<file path="src/core/gpioc_pkg.sv">
// Constants, register map and types of the GPIO pin controller.
// Assumes one group of 32 lines behind an AXI4-Lite slave on aclk.
package gpioc_pkg;
	// ==========================================
	// Sizes
	localparam int unsigned GPIOC_NL = 32;
	localparam int unsigned GPIOC_NEV = 4;
	localparam int unsigned GPIOC_NSUB = 4;
	localparam int unsigned GPIOC_SUBW = 8;
	localparam int unsigned GPIOC_AW = 8;
	// ==========================================
	// Register map, byte addresses
	localparam logic [7:0] GPIOC_A_DIR = 8'h00;
	localparam logic [7:0] GPIOC_A_DIRCLR = 8'h04;
	localparam logic [7:0] GPIOC_A_DIRSET = 8'h08;
	localparam logic [7:0] GPIOC_A_DIRTGL = 8'h0c;
	localparam logic [7:0] GPIOC_A_OUT = 8'h10;
	localparam logic [7:0] GPIOC_A_LVLCLR = 8'h14;
	localparam logic [7:0] GPIOC_A_LVLSET = 8'h18;
	localparam logic [7:0] GPIOC_A_LVLTGL = 8'h1c;
	localparam logic [7:0] GPIOC_A_IN = 8'h20;
	localparam logic [7:0] GPIOC_A_CTRL = 8'h24;
	localparam logic [7:0] GPIOC_A_EVCTRL = 8'h28;
	localparam logic [7:0] GPIOC_A_INEN = 8'h2c;
	localparam logic [7:0] GPIOC_A_PULL = 8'h30;
	localparam logic [7:0] GPIOC_A_PMUX = 8'h34;
	localparam logic [7:0] GPIOC_A_ANALOG = 8'h38;
	localparam logic [7:0] GPIOC_A_DRV = 8'h3c;
	localparam logic [7:0] GPIOC_A_PONLY = 8'h40;
	localparam logic [7:0] GPIOC_A_DBG = 8'h44;
	// Family decode: addr[7:4] picks DIR or OUT, addr[3:2] the operation
	localparam logic [3:0] GPIOC_FAM_DIR = 4'h0;
	localparam logic [3:0] GPIOC_FAM_OUT = 4'h1;
	localparam logic [1:0] GPIOC_OP_WR = 2'h0;
	localparam logic [1:0] GPIOC_OP_CLR = 2'h1;
	localparam logic [1:0] GPIOC_OP_SET = 2'h2;
	localparam logic [1:0] GPIOC_OP_TGL = 2'h3;
	// ==========================================
	// Event control fields, one byte per event input
	localparam int unsigned GPIOC_EV_PID_LSB = 0;
	localparam int unsigned GPIOC_EV_PID_W = 5;
	localparam int unsigned GPIOC_EV_ACT_LSB = 5;
	localparam int unsigned GPIOC_EV_EN_BIT = 7;
	localparam int unsigned GPIOC_EV_W = 8;
	localparam logic [1:0] GPIOC_ACT_PASS = 2'h0;
	localparam logic [1:0] GPIOC_ACT_SET = 2'h1;
	localparam logic [1:0] GPIOC_ACT_CLR = 2'h2;
	localparam logic [1:0] GPIOC_ACT_TGL = 2'h3;
	// ==========================================
	// Responses, reset values, timing
	localparam logic [1:0] GPIOC_RESP_OKAY = 2'h0;
	localparam logic [1:0] GPIOC_RESP_SLVERR = 2'h2;
	localparam logic [31:0] GPIOC_RST32 = 32'h0000_0000;
	localparam logic [1:0] GPIOC_SYNC_WAIT = 2'h2;
	localparam logic [1:0] GPIOC_CNT_LAST = 2'h1;
	typedef enum logic [2:0] {
		GPIOC_RD_IDLE = 3'b001,
		GPIOC_RD_WAIT = 3'b010,
		GPIOC_RD_RESP = 3'b100
	} gpioc_rd_t;
endpackage

</file>
<file path="src/core/gpioc_top.sv">
// GPIO pin controller for one group of 32 lines, with AXI4-Lite registers.
// Assumes pads, event router and write guard sit outside; pad inputs are async.
// How it works
// RULE1: One group of up to 32 lines, each controllable alone or together.
// RULE2: One write sets, clears or toggles chosen direction or level bits only.
// RULE3: Each line is input or output with its own drive and pull settings.
// RULE4: Peripheral mux enabled: peripheral drives the pad and reads its level.
// RULE5: Under reset every line is input with input, output and pull off.
// RULE6: Backup sleep loses configuration but pads hold output level and pull.
// RULE7: Keeps working in any sleep mode while its clock runs; code holds its registers in reset during backup sleep.
// RULE8: Standby blocks configuration registers; data registers stay reachable.
// RULE9: Events and bus writes colliding get wait states; both complete.
// RULE10: Input synchronisers run on the main clock for least delay.
// RULE11: Registers sit on a divided, gateable bus clock; code clocks them on aclk like the synchronisers.
// RULE12: Four event inputs set, clear, toggle a level or pass to a pin.
// RULE13: Pass-through events are unsynchronised; router must use async path.
// RULE14: Keeps running in debug halt unless its debug halt control is set.
// RULE15: Write guard can block CPU writes to every writable register.
// RULE16: Guard lifted in debug halt and never applied to external debugger.
// RULE17: Analog function on a line turns off its digital input, output, pull.
// RULE18: Input buffer can switch off; pull-up or pull-down selectable.
// RULE19: Output is push-pull or pull-only, with selectable strength.
// RULE20: Direction one drives the level bit out; zero makes an input.
// RULE21: Strobe bit one sets, clears or inverts a level bit; zero does nothing.
// RULE22: Input read waits two cycles unless its 8-line subgroup samples always; code waits unless all four subgroups sample always.
// RULE23: Narrow writes touch only strobed byte lanes.
// RULE24: Unimplemented lines read zero and ignore direction and level writes.
//
// The implementer's own choices: register access over AXI4-Lite and the register addresses.
`timescale 1ns/1ns
module gpioc_top import gpioc_pkg::*; #(
	parameter logic [31:0] IMPL_MASK = 32'hffff_ffff
) (
	// Clock and reset
	input wire logic aclk,
	input wire logic aresetn,
	// AXI4-Lite write
	input wire logic [GPIOC_AW-1:0] s_axi_awaddr,
	input wire logic s_axi_awvalid,
	output logic s_axi_awready,
	input wire logic [31:0] s_axi_wdata,
	input wire logic [3:0] s_axi_wstrb,
	input wire logic s_axi_wvalid,
	output logic s_axi_wready,
	output logic [1:0] s_axi_bresp,
	output logic s_axi_bvalid,
	input wire logic s_axi_bready,
	// AXI4-Lite read
	input wire logic [GPIOC_AW-1:0] s_axi_araddr,
	input wire logic s_axi_arvalid,
	output logic s_axi_arready,
	output logic [31:0] s_axi_rdata,
	output logic [1:0] s_axi_rresp,
	output logic s_axi_rvalid,
	input wire logic s_axi_rready,
	// System state
	input wire logic standby_mode,
	input wire logic backup_mode,
	input wire logic cpu_debug_halt,
	input wire logic debugger_access,
	input wire logic write_guard_protect,
	// Event router inputs
	input wire logic [3:0] event_in,
	// Peripheral side
	input wire logic [31:0] periph_out,
	input wire logic [31:0] periph_oe,
	output logic [31:0] periph_in,
	// Pads
	input wire logic [31:0] pad_in,
	output logic [31:0] pad_out,
	output logic [31:0] pad_oe,
	output logic [31:0] pad_in_en,
	output logic [31:0] pad_pull_en,
	output logic [31:0] pad_pull_up,
	output logic [31:0] pad_drv_strong
);
	function automatic logic [31:0] gpioc_mask(input logic [3:0] strb);
		return {{8{strb[3]}}, {8{strb[2]}}, {8{strb[1]}}, {8{strb[0]}}};
	endfunction

	function automatic logic [31:0] gpioc_upd(input logic [31:0] old,
		input logic [31:0] d, input logic [31:0] m, input logic [1:0] op);
		unique case (op)
			GPIOC_OP_WR: return (old & ~m) | (d & m);
			GPIOC_OP_CLR: return old & ~(d & m);
			GPIOC_OP_SET: return old | (d & m);
			default: return old ^ (d & m);
		endcase
	endfunction

	// ==========================================
	// Registers
	logic [31:0] dir_q, out_q, inen_q, pull_q, pmux_q, analog_q, drv_q, ponly_q;
	logic [31:0] evctl_q, in_q, sync1_q, sync2_q, rdata_q;
	logic [3:0] samp_q, ev1_q, ev2_q, ev3_q;
	logic dbgh_q;
	logic aw_have_q, w_have_q, bvalid_q, rvalid_q;
	logic [GPIOC_AW-1:0] aw_addr_q, ar_addr_q;
	logic [31:0] w_data_q;
	logic [3:0] w_strb_q;
	logic [1:0] bresp_q, rresp_q, rcnt_q;
	gpioc_rd_t rd_q;
	logic [31:0] p_out_q, p_oe_q, p_ien_q, p_pull_q, p_up_q, p_drv_q;

	// ==========================================
	// Input synchronisers on the main clock
	always_ff @(posedge aclk) begin
		if (!aresetn || backup_mode) begin
			sync1_q <= GPIOC_RST32;
			sync2_q <= GPIOC_RST32;
		end else begin
			sync1_q <= pad_in; // RULE10
			sync2_q <= sync1_q;
		end
	end
	assign periph_in = sync2_q & pmux_q & ~analog_q; // RULE4

	// ==========================================
	// Events
	logic ev_halt, ev_any;
	logic [31:0] set_m, clr_m, tgl_m, pass_m, pass_v;
	logic [3:0] ev_rise;
	assign ev_halt = dbgh_q & cpu_debug_halt; // RULE14
	assign ev_rise = ev2_q & ~ev3_q;
	always_ff @(posedge aclk) begin
		if (!aresetn) begin
			ev1_q <= 4'h0;
			ev2_q <= 4'h0;
			ev3_q <= 4'h0;
		end else begin
			ev1_q <= event_in;
			ev2_q <= ev1_q;
			ev3_q <= ev2_q;
		end
	end
	always_comb begin
		logic [7:0] f;
		logic [GPIOC_EV_PID_W-1:0] pid;
		logic [1:0] act;
		f = 8'h00;
		pid = '0;
		act = GPIOC_ACT_PASS;
		set_m = GPIOC_RST32;
		clr_m = GPIOC_RST32;
		tgl_m = GPIOC_RST32;
		pass_m = GPIOC_RST32;
		pass_v = GPIOC_RST32;
		for (int e = 0; e < GPIOC_NEV; e++) begin
			f = evctl_q[e*GPIOC_EV_W +: GPIOC_EV_W];
			pid = f[GPIOC_EV_PID_LSB +: GPIOC_EV_PID_W];
			act = f[GPIOC_EV_ACT_LSB +: 2];
			if (f[GPIOC_EV_EN_BIT] && !ev_halt) begin
				if (act == GPIOC_ACT_PASS) begin
					pass_m[pid] = 1'b1; // RULE13
					pass_v[pid] = event_in[e];
				end else if (ev_rise[e]) begin
					set_m[pid] = set_m[pid] | (act == GPIOC_ACT_SET); // RULE12
					clr_m[pid] = clr_m[pid] | (act == GPIOC_ACT_CLR);
					tgl_m[pid] = tgl_m[pid] | (act == GPIOC_ACT_TGL);
				end
			end
		end
	end
	assign ev_any = |((set_m | clr_m | tgl_m) & IMPL_MASK);

	// ==========================================
	// Write channel
	logic wr_do, wr_err, prot, is_cfg, fam_dir, fam_out;
	logic [31:0] wm;
	logic [1:0] wop;
	assign s_axi_awready = !aw_have_q && !bvalid_q; // RULE11
	assign s_axi_wready = !w_have_q && !bvalid_q; // RULE7
	assign s_axi_bvalid = bvalid_q;
	assign s_axi_bresp = bresp_q;
	// Stalling on events costs one cycle but keeps level updates ordered
	assign wr_do = aw_have_q && w_have_q && !bvalid_q && !ev_any; // RULE9
	assign prot = write_guard_protect && !cpu_debug_halt && !debugger_access; // RULE16
	assign fam_dir = aw_addr_q[7:4] == GPIOC_FAM_DIR;
	assign fam_out = aw_addr_q[7:4] == GPIOC_FAM_OUT;
	assign wop = aw_addr_q[3:2];
	assign is_cfg = aw_addr_q >= GPIOC_A_CTRL && aw_addr_q <= GPIOC_A_DBG;
	assign wr_err = prot || (is_cfg && standby_mode) // RULE15 RULE8
		|| aw_addr_q[1:0] != 2'h0 || !(fam_dir || fam_out || is_cfg);
	assign wm = gpioc_mask(w_strb_q); // RULE23 RULE1
	always_ff @(posedge aclk) begin
		if (!aresetn) begin
			aw_have_q <= 1'b0;
			w_have_q <= 1'b0;
			bvalid_q <= 1'b0;
			bresp_q <= GPIOC_RESP_OKAY;
			aw_addr_q <= '0;
			w_data_q <= GPIOC_RST32;
			w_strb_q <= 4'h0;
		end else begin
			if (s_axi_awvalid && s_axi_awready) begin
				aw_have_q <= 1'b1;
				aw_addr_q <= s_axi_awaddr;
			end
			if (s_axi_wvalid && s_axi_wready) begin
				w_have_q <= 1'b1;
				w_data_q <= s_axi_wdata;
				w_strb_q <= s_axi_wstrb;
			end
			if (wr_do) begin
				aw_have_q <= 1'b0;
				w_have_q <= 1'b0;
				bvalid_q <= 1'b1;
				bresp_q <= wr_err ? GPIOC_RESP_SLVERR : GPIOC_RESP_OKAY;
			end else if (bvalid_q && s_axi_bready) begin
				bvalid_q <= 1'b0;
			end
		end
	end

	// ==========================================
	// Data registers
	logic wr_ok;
	assign wr_ok = wr_do && !wr_err;
	always_ff @(posedge aclk) begin
		if (!aresetn || backup_mode) begin
			dir_q <= GPIOC_RST32; // RULE5
			out_q <= GPIOC_RST32;
		end else begin
			if (wr_ok && fam_dir)
				dir_q <= gpioc_upd(dir_q, w_data_q, wm & IMPL_MASK, wop); // RULE2 RULE24
			if (wr_ok && fam_out)
				out_q <= gpioc_upd(out_q, w_data_q, wm & IMPL_MASK, wop); // RULE21
			else if (ev_any)
				out_q <= ((out_q | set_m) & ~clr_m ^ tgl_m) & IMPL_MASK; // RULE12
		end
	end

	// ==========================================
	// Configuration registers, lost in backup
	always_ff @(posedge aclk) begin
		if (!aresetn || backup_mode) begin
			inen_q <= GPIOC_RST32; // RULE5 RULE6
			pull_q <= GPIOC_RST32;
			pmux_q <= GPIOC_RST32;
			analog_q <= GPIOC_RST32;
			drv_q <= GPIOC_RST32;
			ponly_q <= GPIOC_RST32;
			evctl_q <= GPIOC_RST32;
			samp_q <= 4'h0;
			dbgh_q <= 1'b0;
		end else if (wr_ok && is_cfg) begin
			unique case (aw_addr_q)
				GPIOC_A_CTRL: samp_q <= (w_data_q[3:0] & wm[3:0]) | (samp_q & ~wm[3:0]);
				GPIOC_A_EVCTRL: evctl_q <= gpioc_upd(evctl_q, w_data_q, wm, GPIOC_OP_WR);
				GPIOC_A_INEN: inen_q <= gpioc_upd(inen_q, w_data_q, wm, GPIOC_OP_WR); // RULE18
				GPIOC_A_PULL: pull_q <= gpioc_upd(pull_q, w_data_q, wm, GPIOC_OP_WR);
				GPIOC_A_PMUX: pmux_q <= gpioc_upd(pmux_q, w_data_q, wm, GPIOC_OP_WR);
				GPIOC_A_ANALOG: analog_q <= gpioc_upd(analog_q, w_data_q, wm, GPIOC_OP_WR);
				GPIOC_A_DRV: drv_q <= gpioc_upd(drv_q, w_data_q, wm, GPIOC_OP_WR); // RULE19
				GPIOC_A_PONLY: ponly_q <= gpioc_upd(ponly_q, w_data_q, wm, GPIOC_OP_WR);
				default: dbgh_q <= (w_data_q[0] & wm[0]) | (dbgh_q & ~wm[0]);
			endcase
		end
	end

	// ==========================================
	// Pad drive, held by the pad latches during backup
	logic [31:0] drive, oe_d, out_d, pull_d;
	assign drive = dir_q & ~ponly_q; // RULE20 RULE19
	assign oe_d = (pmux_q & periph_oe) | (~pmux_q & drive);
	assign out_d = (pmux_q & periph_out) | (~pmux_q & out_q); // RULE4
	// Enabling the driver drops the pull; pull-only output turns it on
	assign pull_d = ~pmux_q & ((pull_q & ~dir_q) | (dir_q & ponly_q)); // RULE3
	always_ff @(posedge aclk) begin
		if (!aresetn) begin
			p_out_q <= GPIOC_RST32; // RULE5
			p_oe_q <= GPIOC_RST32;
			p_ien_q <= GPIOC_RST32;
			p_pull_q <= GPIOC_RST32;
			p_up_q <= GPIOC_RST32;
			p_drv_q <= GPIOC_RST32;
		end else if (!backup_mode) begin // RULE6
			p_out_q <= out_d & ~analog_q & IMPL_MASK; // RULE17
			p_oe_q <= oe_d & ~analog_q & IMPL_MASK;
			p_ien_q <= (inen_q | pmux_q) & ~analog_q & IMPL_MASK;
			p_pull_q <= pull_d & ~analog_q & IMPL_MASK;
			p_up_q <= out_q & IMPL_MASK;
			p_drv_q <= drv_q & IMPL_MASK;
		end
	end
	logic [31:0] pm;
	assign pm = pass_m & ~analog_q & ~pmux_q & IMPL_MASK & {32{!backup_mode}};
	assign pad_out = (p_out_q & ~pm) | (pass_v & pm); // RULE13
	assign pad_oe = p_oe_q;
	assign pad_in_en = p_ien_q;
	assign pad_pull_en = p_pull_q;
	assign pad_pull_up = p_up_q;
	assign pad_drv_strong = p_drv_q;

	// ==========================================
	// Read channel
	logic [31:0] smask, rd_v, in_now;
	logic rd_err, rd_slow;
	assign smask = {{8{samp_q[3]}}, {8{samp_q[2]}}, {8{samp_q[1]}}, {8{samp_q[0]}}};
	assign in_now = ((sync2_q & ~smask) | (in_q & smask)) & inen_q & IMPL_MASK;
	assign s_axi_arready = rd_q == GPIOC_RD_IDLE;
	assign s_axi_rvalid = rvalid_q;
	assign s_axi_rdata = rdata_q;
	assign s_axi_rresp = rresp_q;
	assign rd_slow = s_axi_araddr == GPIOC_A_IN && samp_q != 4'hf; // RULE22
	always_comb begin
		rd_err = standby_mode && s_axi_araddr >= GPIOC_A_CTRL; // RULE8
		unique case (s_axi_araddr)
			GPIOC_A_DIR, GPIOC_A_DIRCLR, GPIOC_A_DIRSET, GPIOC_A_DIRTGL: rd_v = dir_q;
			GPIOC_A_OUT, GPIOC_A_LVLCLR, GPIOC_A_LVLSET, GPIOC_A_LVLTGL: rd_v = out_q;
			GPIOC_A_IN: rd_v = in_q & inen_q & IMPL_MASK;
			GPIOC_A_CTRL: rd_v = {28'h0, samp_q};
			GPIOC_A_EVCTRL: rd_v = evctl_q;
			GPIOC_A_INEN: rd_v = inen_q;
			GPIOC_A_PULL: rd_v = pull_q;
			GPIOC_A_PMUX: rd_v = pmux_q;
			GPIOC_A_ANALOG: rd_v = analog_q;
			GPIOC_A_DRV: rd_v = drv_q;
			GPIOC_A_PONLY: rd_v = ponly_q;
			GPIOC_A_DBG: rd_v = {31'h0, dbgh_q};
			default: begin
				rd_v = GPIOC_RST32;
				rd_err = 1'b1;
			end
		endcase
		if (rd_err)
			rd_v = GPIOC_RST32;
	end
	always_ff @(posedge aclk) begin
		if (!aresetn || backup_mode) begin
			in_q <= GPIOC_RST32;
		end else if (rd_q == GPIOC_RD_WAIT && rcnt_q == GPIOC_CNT_LAST) begin
			in_q <= sync2_q; // RULE22
		end else begin
			in_q <= (sync2_q & smask) | (in_q & ~smask);
		end
	end
	always_ff @(posedge aclk) begin
		if (!aresetn) begin
			rd_q <= GPIOC_RD_IDLE;
			rvalid_q <= 1'b0;
			rdata_q <= GPIOC_RST32;
			rresp_q <= GPIOC_RESP_OKAY;
			rcnt_q <= 2'h0;
			ar_addr_q <= '0;
		end else begin
			unique case (rd_q)
				GPIOC_RD_IDLE: if (s_axi_arvalid) begin
					ar_addr_q <= s_axi_araddr;
					rresp_q <= rd_err ? GPIOC_RESP_SLVERR : GPIOC_RESP_OKAY;
					rdata_q <= rd_v;
					if (rd_slow) begin
						rd_q <= GPIOC_RD_WAIT;
						rcnt_q <= GPIOC_SYNC_WAIT;
					end else begin
						rd_q <= GPIOC_RD_RESP;
						rvalid_q <= 1'b1;
					end
				end
				GPIOC_RD_WAIT: begin
					rcnt_q <= rcnt_q - GPIOC_CNT_LAST;
					if (rcnt_q == GPIOC_CNT_LAST) begin
						rdata_q <= in_now;
						rd_q <= GPIOC_RD_RESP;
						rvalid_q <= 1'b1;
					end
				end
				GPIOC_RD_RESP: if (s_axi_rready) begin
					rd_q <= GPIOC_RD_IDLE;
					rvalid_q <= 1'b0;
				end
			endcase
		end
	end

	// ==========================================
	// Checks
	a_reset_pads: assert property (@(posedge aclk) !aresetn |=> // RULE5
		(pad_oe | pad_in_en | pad_pull_en) == 32'h0) else $error("pads not off after reset");
	a_atomic_set: assert property (@(posedge aclk) disable iff (!aresetn) // RULE21
		wr_ok && aw_addr_q == GPIOC_A_LVLSET && !backup_mode |=>
		out_q == ($past(out_q) | ($past(w_data_q) & $past(wm) & IMPL_MASK)))
		else $error("set strobe wrong");
	a_event_wait: assert property (@(posedge aclk) disable iff (!aresetn) // RULE9
		ev_any && aw_have_q && w_have_q && !bvalid_q |=> !bvalid_q)
		else $error("write not stalled by event");
	a_guard_block: assert property (@(posedge aclk) disable iff (!aresetn) // RULE15
		wr_do && prot && !backup_mode && !ev_any |=> $stable(dir_q) ##0 bresp_q == GPIOC_RESP_SLVERR)
		else $error("guarded write not blocked");
	a_debug_lift: assert property (@(posedge aclk) disable iff (!aresetn) // RULE16
		wr_do && cpu_debug_halt && fam_dir && aw_addr_q[1:0] == 2'h0 |=>
		bresp_q == GPIOC_RESP_OKAY) else $error("guard not lifted in debug");
	a_standby_cfg: assert property (@(posedge aclk) disable iff (!aresetn) // RULE8
		wr_do && standby_mode && is_cfg |=> bresp_q == GPIOC_RESP_SLVERR)
		else $error("config written in standby");
	a_in_delay: assert property (@(posedge aclk) disable iff (!aresetn || backup_mode) // RULE22
		s_axi_arvalid && s_axi_arready && rd_slow |=> !rvalid_q ##1 !rvalid_q ##1 rvalid_q)
		else $error("input read delay not two");
	a_analog_off: assert property (@(posedge aclk) disable iff (!aresetn) // RULE17
		!backup_mode |=> (($past(analog_q)) & (p_oe_q | p_ien_q | p_pull_q)) == 32'h0)
		else $error("analog line still digital");
	a_backup_hold: assert property (@(posedge aclk) disable iff (!aresetn) // RULE6
		backup_mode |=> $stable(p_oe_q) && $stable(p_pull_q) && $stable(p_out_q))
		else $error("pad latch moved in backup");
	a_unimpl_zero: assert property (@(posedge aclk) disable iff (!aresetn) // RULE24
		((dir_q | out_q) & ~IMPL_MASK) == 32'h0) else $error("unimplemented line set");
endmodule

</file>
<file path="config.mk">
export PLATFORM = sky130hd
export DESIGN_NAME = gpioc_top
export DESIGN_NICKNAME = d
export VERILOG_FILES = /design/src/core/gpioc_pkg.sv /design/src/core/gpioc_top.sv
export SDC_FILE = /design/constraint.sdc
export NUM_CORES = 2
export LEC_CHECK = 0
export BUFFER_PORTS_ARGS = -buffer_cell sky130_fd_sc_hd__buf_2
export CORE_AREA = 2 2 301 303
export DETAILED_ROUTE_END_ITERATION = 7
export DIE_AREA = 0 0 303 305
export PLACE_DENSITY = 0.72
export SYNTH_ARGS = -nofsm -noshare
export SYNTH_HDL_FRONTEND = slang
export SYNTH_SLANG_ARGS = --single-unit
</file>
<file path="constraint.sdc">
create_clock -name aclk -period 5.65 [get_ports aclk]
set_input_delay 0 -clock aclk [delete_from_list [all_inputs] [get_ports aclk]]
set_output_delay 0 -clock aclk [all_outputs]
set_load 0.02 [all_outputs]
</file>
==> impl_metrics.tcl, run 1 <==
set metrics [dict create \
    cts_buffers 71 \
    grt_max_degree 166 \
    cts_sinks 680 \
    overflow 2 \
    status "stopped before the end" \
    rows 110 \
    synth-seq-cells 680 \
    haltStage "global routing (5_1_grt)" \
    ys_seq_area_share_pct 30.2 \
    start_util_pct 50.5 \
    portBuffers 426 \
    chipHeight_um 305 \
    tool.error "[ERROR GRT-0232] Routing congestion too high. Check the congestion heatmap in the GUI." \
    grt_use_total_pct 72.6 \
    gp_congestion 1.26 \
    syn-cell-area_um2 45100 \
    synth.distinct_cells 102 \
    yosys-top-cells-area "dfxtp_1 (30%), mux2i_1 (9.6%), nand2_1 (7.3%)" \
    dp_hpwl_um 228000 \
    ios 429 \
    syn_inst 5895 \
    die_x_um 303 \
    synth_warnings 0 \
    async_reset_ff_share_pct 0 \
    root_buffer "clkbuf_16" \
    synth_edf_count 0 \
    post-place-cells 8171 \
    synth_top_area_share_pct 30.2 \
    cts_buffer_depth 3 \
    syn_avg_cell_area_um2 7.65 \
    h-tree-depth 3 \
    place_area_um2 56000 \
    yosys.area.top_type "dfxtp_1" \
    synth_flop_cell "dfxtp_1" \
]
[routing by layer]
metal | GRT overflow | GRT usage [%]
met5 | 0 | 26.0
met3 | 0 | 56.1
met4 | 1 | 73.4
met1 | 0 | 73.4
met2 | 1 | 88.3
[cell usage after synthesis (52+ instances only)]
| library cell | instances |
|---|---|
| a211oi_1 | 148 |
| a21boi_0 | 52 |
| a21oi_1 | 418 |
| a221oi_1 | 82 |
| a222oi_1 | 61 |
| a22oi_1 | 114 |
| a31oi_1 | 64 |
| and2_1 | 100 |
| clkbuf_1 | 364 |
| dfxtp_1 | 680 |
| ha_1 | 65 |
| mux2i_1 | 434 |
| nand2_1 | 882 |
| nand3_1 | 113 |
| nor2_1 | 603 |
| nor2b_1 | 217 |
| nor3_1 | 233 |
| o21ai_0 | 192 |
| o311ai_0 | 57 |
[cells by family after synthesis]
| kind of cell | count (synthesis) | synth area share [%] |
|---|---|---|
| flops | 680 | 30.2 |
| buf+inv | 534 | 4.83 |
| other cells | 1 | 0.00832 |
| mux | 475 | 10.7 |
| simple gates | 2419 | 25.5 |
| fa+ha+maj | 65 | 1.80 |
| compound gates | 1658 | 25.8 |
| xor+xnor | 63 | 1.22 |
[stage by stage]
stage / setup TNS, ns / setup WS, ns
CTS: -57.74 / -0.268
detailed placement: -330.39 / -1.45
global placement: -268.07 / -1.28
floorplan: 0 / 0.223
[what timing repair did]
item / CTS
gates resized for setup: 188
hold buffers: 188
pin swaps: 41
gates cloned: 3
setup endpoints to repair: 297
buffers inserted: 26
endpoints found under the hold margin: 188
==> inputs of run 2 (changes only) <==
--- a/config.mk
+++ b/config.mk
@@ -6,10 +6,10 @@
 export NUM_CORES = 2
 export LEC_CHECK = 0
 export BUFFER_PORTS_ARGS = -buffer_cell sky130_fd_sc_hd__buf_2
-export CORE_AREA = 2 2 301 303
+export CORE_AREA = 2 2 357 359
 export DETAILED_ROUTE_END_ITERATION = 7
-export DIE_AREA = 0 0 303 305
-export PLACE_DENSITY = 0.72
+export DIE_AREA = 0 0 359 361
+export PLACE_DENSITY_LB_ADDON = 0.15
 export SYNTH_ARGS = -nofsm -noshare
 export SYNTH_HDL_FRONTEND = slang
 export SYNTH_SLANG_ARGS = --single-unit
==> constraint.sdc (replaced) <==
create_clock -name aclk -period 7.3 [get_ports aclk]
set_input_delay 0 -clock aclk [delete_from_list [all_inputs] [get_ports aclk]]
set_output_delay 0 -clock aclk [all_outputs]
set_load 0.02 [all_outputs]
==> impl_metrics.tcl, run 2 <==
set metrics [dict create \
    die_x_um 359 \
    ant_nets 0 \
    coreArea_um2 125000 \
    pwr-share-seq_pct 43.2 \
    crit_path_start_kind "flop" \
    setup_violations 8 \
    min_path_cells 3 \
    synth_top_family_by_area "compound AO/OA/AOI/OAI gates" \
    fin_skew_ns 0.0417 \
    hp-class "in -> reg" \
    ys_seq_area_share_pct 30.2 \
    post-place-cells 8363 \
    ios 429 \
    final_cell_count_no_fill 8729 \
    grt_use_total_pct 49.2 \
    ff2ff_path_depth 25 \
    portBuffers 426 \
    drtIter0Drc 9719 \
    syn-cell-area_um2 45100 \
    yosys.area_share.xor_xnor_pct 1.22 \
    swShare_pct 26.0 \
    vias_per_cell 6.63 \
    synth.distinct_cells 102 \
    synth-simple-area-share_pct 25.5 \
    maxCapViolCount 3 \
    fmax_mhz 136 \
    grt_max_degree 90 \
    tritoncts "yes" \
    worst_ep_required_time_ns 7.85 \
    cts_buffers 78 \
    totalWireLength_um 334000 \
    fin_crit_sh_pct 101 \
    syn_avg_cell_area_um2 7.65 \
    syn_inst 5895 \
    nets 7243 \
    path_clk_slew_ns 0.06 \
    grt_pass1_vias 53200 \
    synth_flop_cell "dfxtp_1" \
    wl_per_cell_um 38.2 \
    cpMaxStageDelayCell "a2111oi_4" \
    fin_crit_ns 7.34 \
    yosys-top-cells-count "nand2_1 (882), dfxtp_1 (680), nor2_1 (603)" \
    cts_sinks 680 \
    dp_hpwl_um 260000 \
    area_growth_pct 32.3 \
    synth_edf_count 0 \
    synth_top_area_share_pct 30.2 \
    yosys-top-cells-area "dfxtp_1 (30%), mux2i_1 (9.6%), nand2_1 (7.3%)" \
    yosys-mux-area-fraction_pct 10.7 \
    die-area_um2 130000 \
    crit_top_cell "buf_4" \
    cts_buffer_depth 3 \
    layout_commonest_cell "nand2_1" \
    critPathCaptureType "flop" \
    critical_path_class "reg -> reg" \
    h-tree-depth 3 \
    crit_fanout 15 \
    synth_warnings 0 \
    fin_ws_ns -0.0430 \
    cp.arrival_ns 7.90 \
    drc_errors 22 \
    root_buffer "clkbuf_16" \
    overflow 0 \
    antenna_found_initial 21 \
    hold_ws_ns 0.0250 \
    first_pass_iters 8 \
    final_cell_mix "nand2_1 (879), buf_4 (839), dfxtp_1 (665), nor2_1 (588), mux2i_1 (434)" \
    rows 130 \
    num_vias 57900 \
    finalHoldViolations 0 \
    synth-seq-cells 680 \
    place_area_um2 54500 \
    gp_congestion 1.09 \
    start_util_pct 36.0 \
    async_reset_ff_share_pct 0 \
    violations "design-rule violations, max-capacitance violations, max-slew violations, negative setup slack" \
    rsz0062_at_grt "false" \
    drive_above_1_share_pct 23.2 \
    cpPeakStageDelay_ns 0.71 \
    worst_pin_slew_ns 1.56 \
    relSlewSlack_pct -4.23 \
    fin_area_um2 59700 \
    p_per_area_nw_per_um2 148 \
    irDropWorstVdd_mv 0.184 \
    p_int_uw 6540 \
    status "finished with violations" \
    clk-insertion-delay-late_ns 0.72 \
    timing.final.max_slew_violations 8 \
    grt_pass1_wl_um 447000 \
    chipHeight_um 361 \
    yosys.area.top_type "dfxtp_1" \
    yosys.cell_count.top_type "nand2_1" \
    synth_compound_area_share_pct 25.8 \
    net-switching-power_uw 2300 \
    combPwrFrac_pct 8.0 \
    p_leak_uw 0.0238 \
    p_clk_share_pct 48.7 \
    synth_fa_ha_area_share_pct 1.80 \
]
==> run 2: worst paths after layout <==
check | from | endpoint | slack, ns
worst max register to register | flop | flop | -0.04
worst min-delay path | pad_in[2] | sync1_q[2] | 0.03
worst max-delay path | flop | flop | -0.04
worst min register to register | sync1_q[20] | sync2_q[20] | 0.42
==> run 2: layout make-up <==
cell class	count	area, um2
Inverter	56	210
Multi-Input combinational cell	4682	29600
Tap cell	1650	2060
Sequential cell	680	13600
Antenna cell	5	12.5
Clock buffer	112	2320
Clock inverter	28	463
Fill cell	12400	65700
Timing Repair Buffer	1516	11300
==> run 2: logic make-up after synthesis <==
logic type / count (synthesis)
simple gates: 2419
flops: 680
xor+xnor: 63
mux: 475
buf+inv: 534
fa+ha+maj: 65
other cells: 1
compound gates: 1658
==> run 2: metrics by stage <==
stage	utilization, %	power, uW	setup WS [ns]	setup TNS (ns)
6_report	47.6	8830	-0.0430	-0.227
5_1_grt	47.6	9010	0.00626	0
4_1_cts	47.4	8790	0.00183	0
3_5_place_dp	43.5	4480	-0.549	-109.53
3_3_place_gp	43.5	4470	-0.535	-106.68
2_1_floorplan	-	4210	1.87	0
==> run 2: what timing repair did <==
item,4_1_cts,5_1_grt
resized for setup,6,31
setup buffers,0,7
endpoints found under the setup margin,297,296
pin swaps,0,6
hold buffers,213,0
hold endpoints to repair,217,0
==> run 2: critical path, delay by kind of cell, from the launching register on <==
kind	cells	cell delay [ns]
buf+inv	9	1.85
flops	1	0.40
mux	1	0.20
compound gates	6	2.55
simple gates	9	2.15
==> run 2: metal layers <==
layer,GRT usage (%),wire [um]
met3,14.1,40600
met2,72.7,136000
met1,60.3,125000
met4,37.5,32100
met5,0,122
==> run 2: power groups by stage <==
stage | Combinational (uW) | Clock (uW) | Sequential [uW]
6_report | 708 | 4300 | 3820
5_1_grt | 735 | 4450 | 3820
4_1_cts | 676 | 4300 | 3820
3_5_place_dp | 578 | 0 | 3900
3_3_place_gp | 574 | 0 | 3900
2_1_floorplan | 324 | 0 | 3890
No activity file was read; power rests on OpenSTA's default activity.
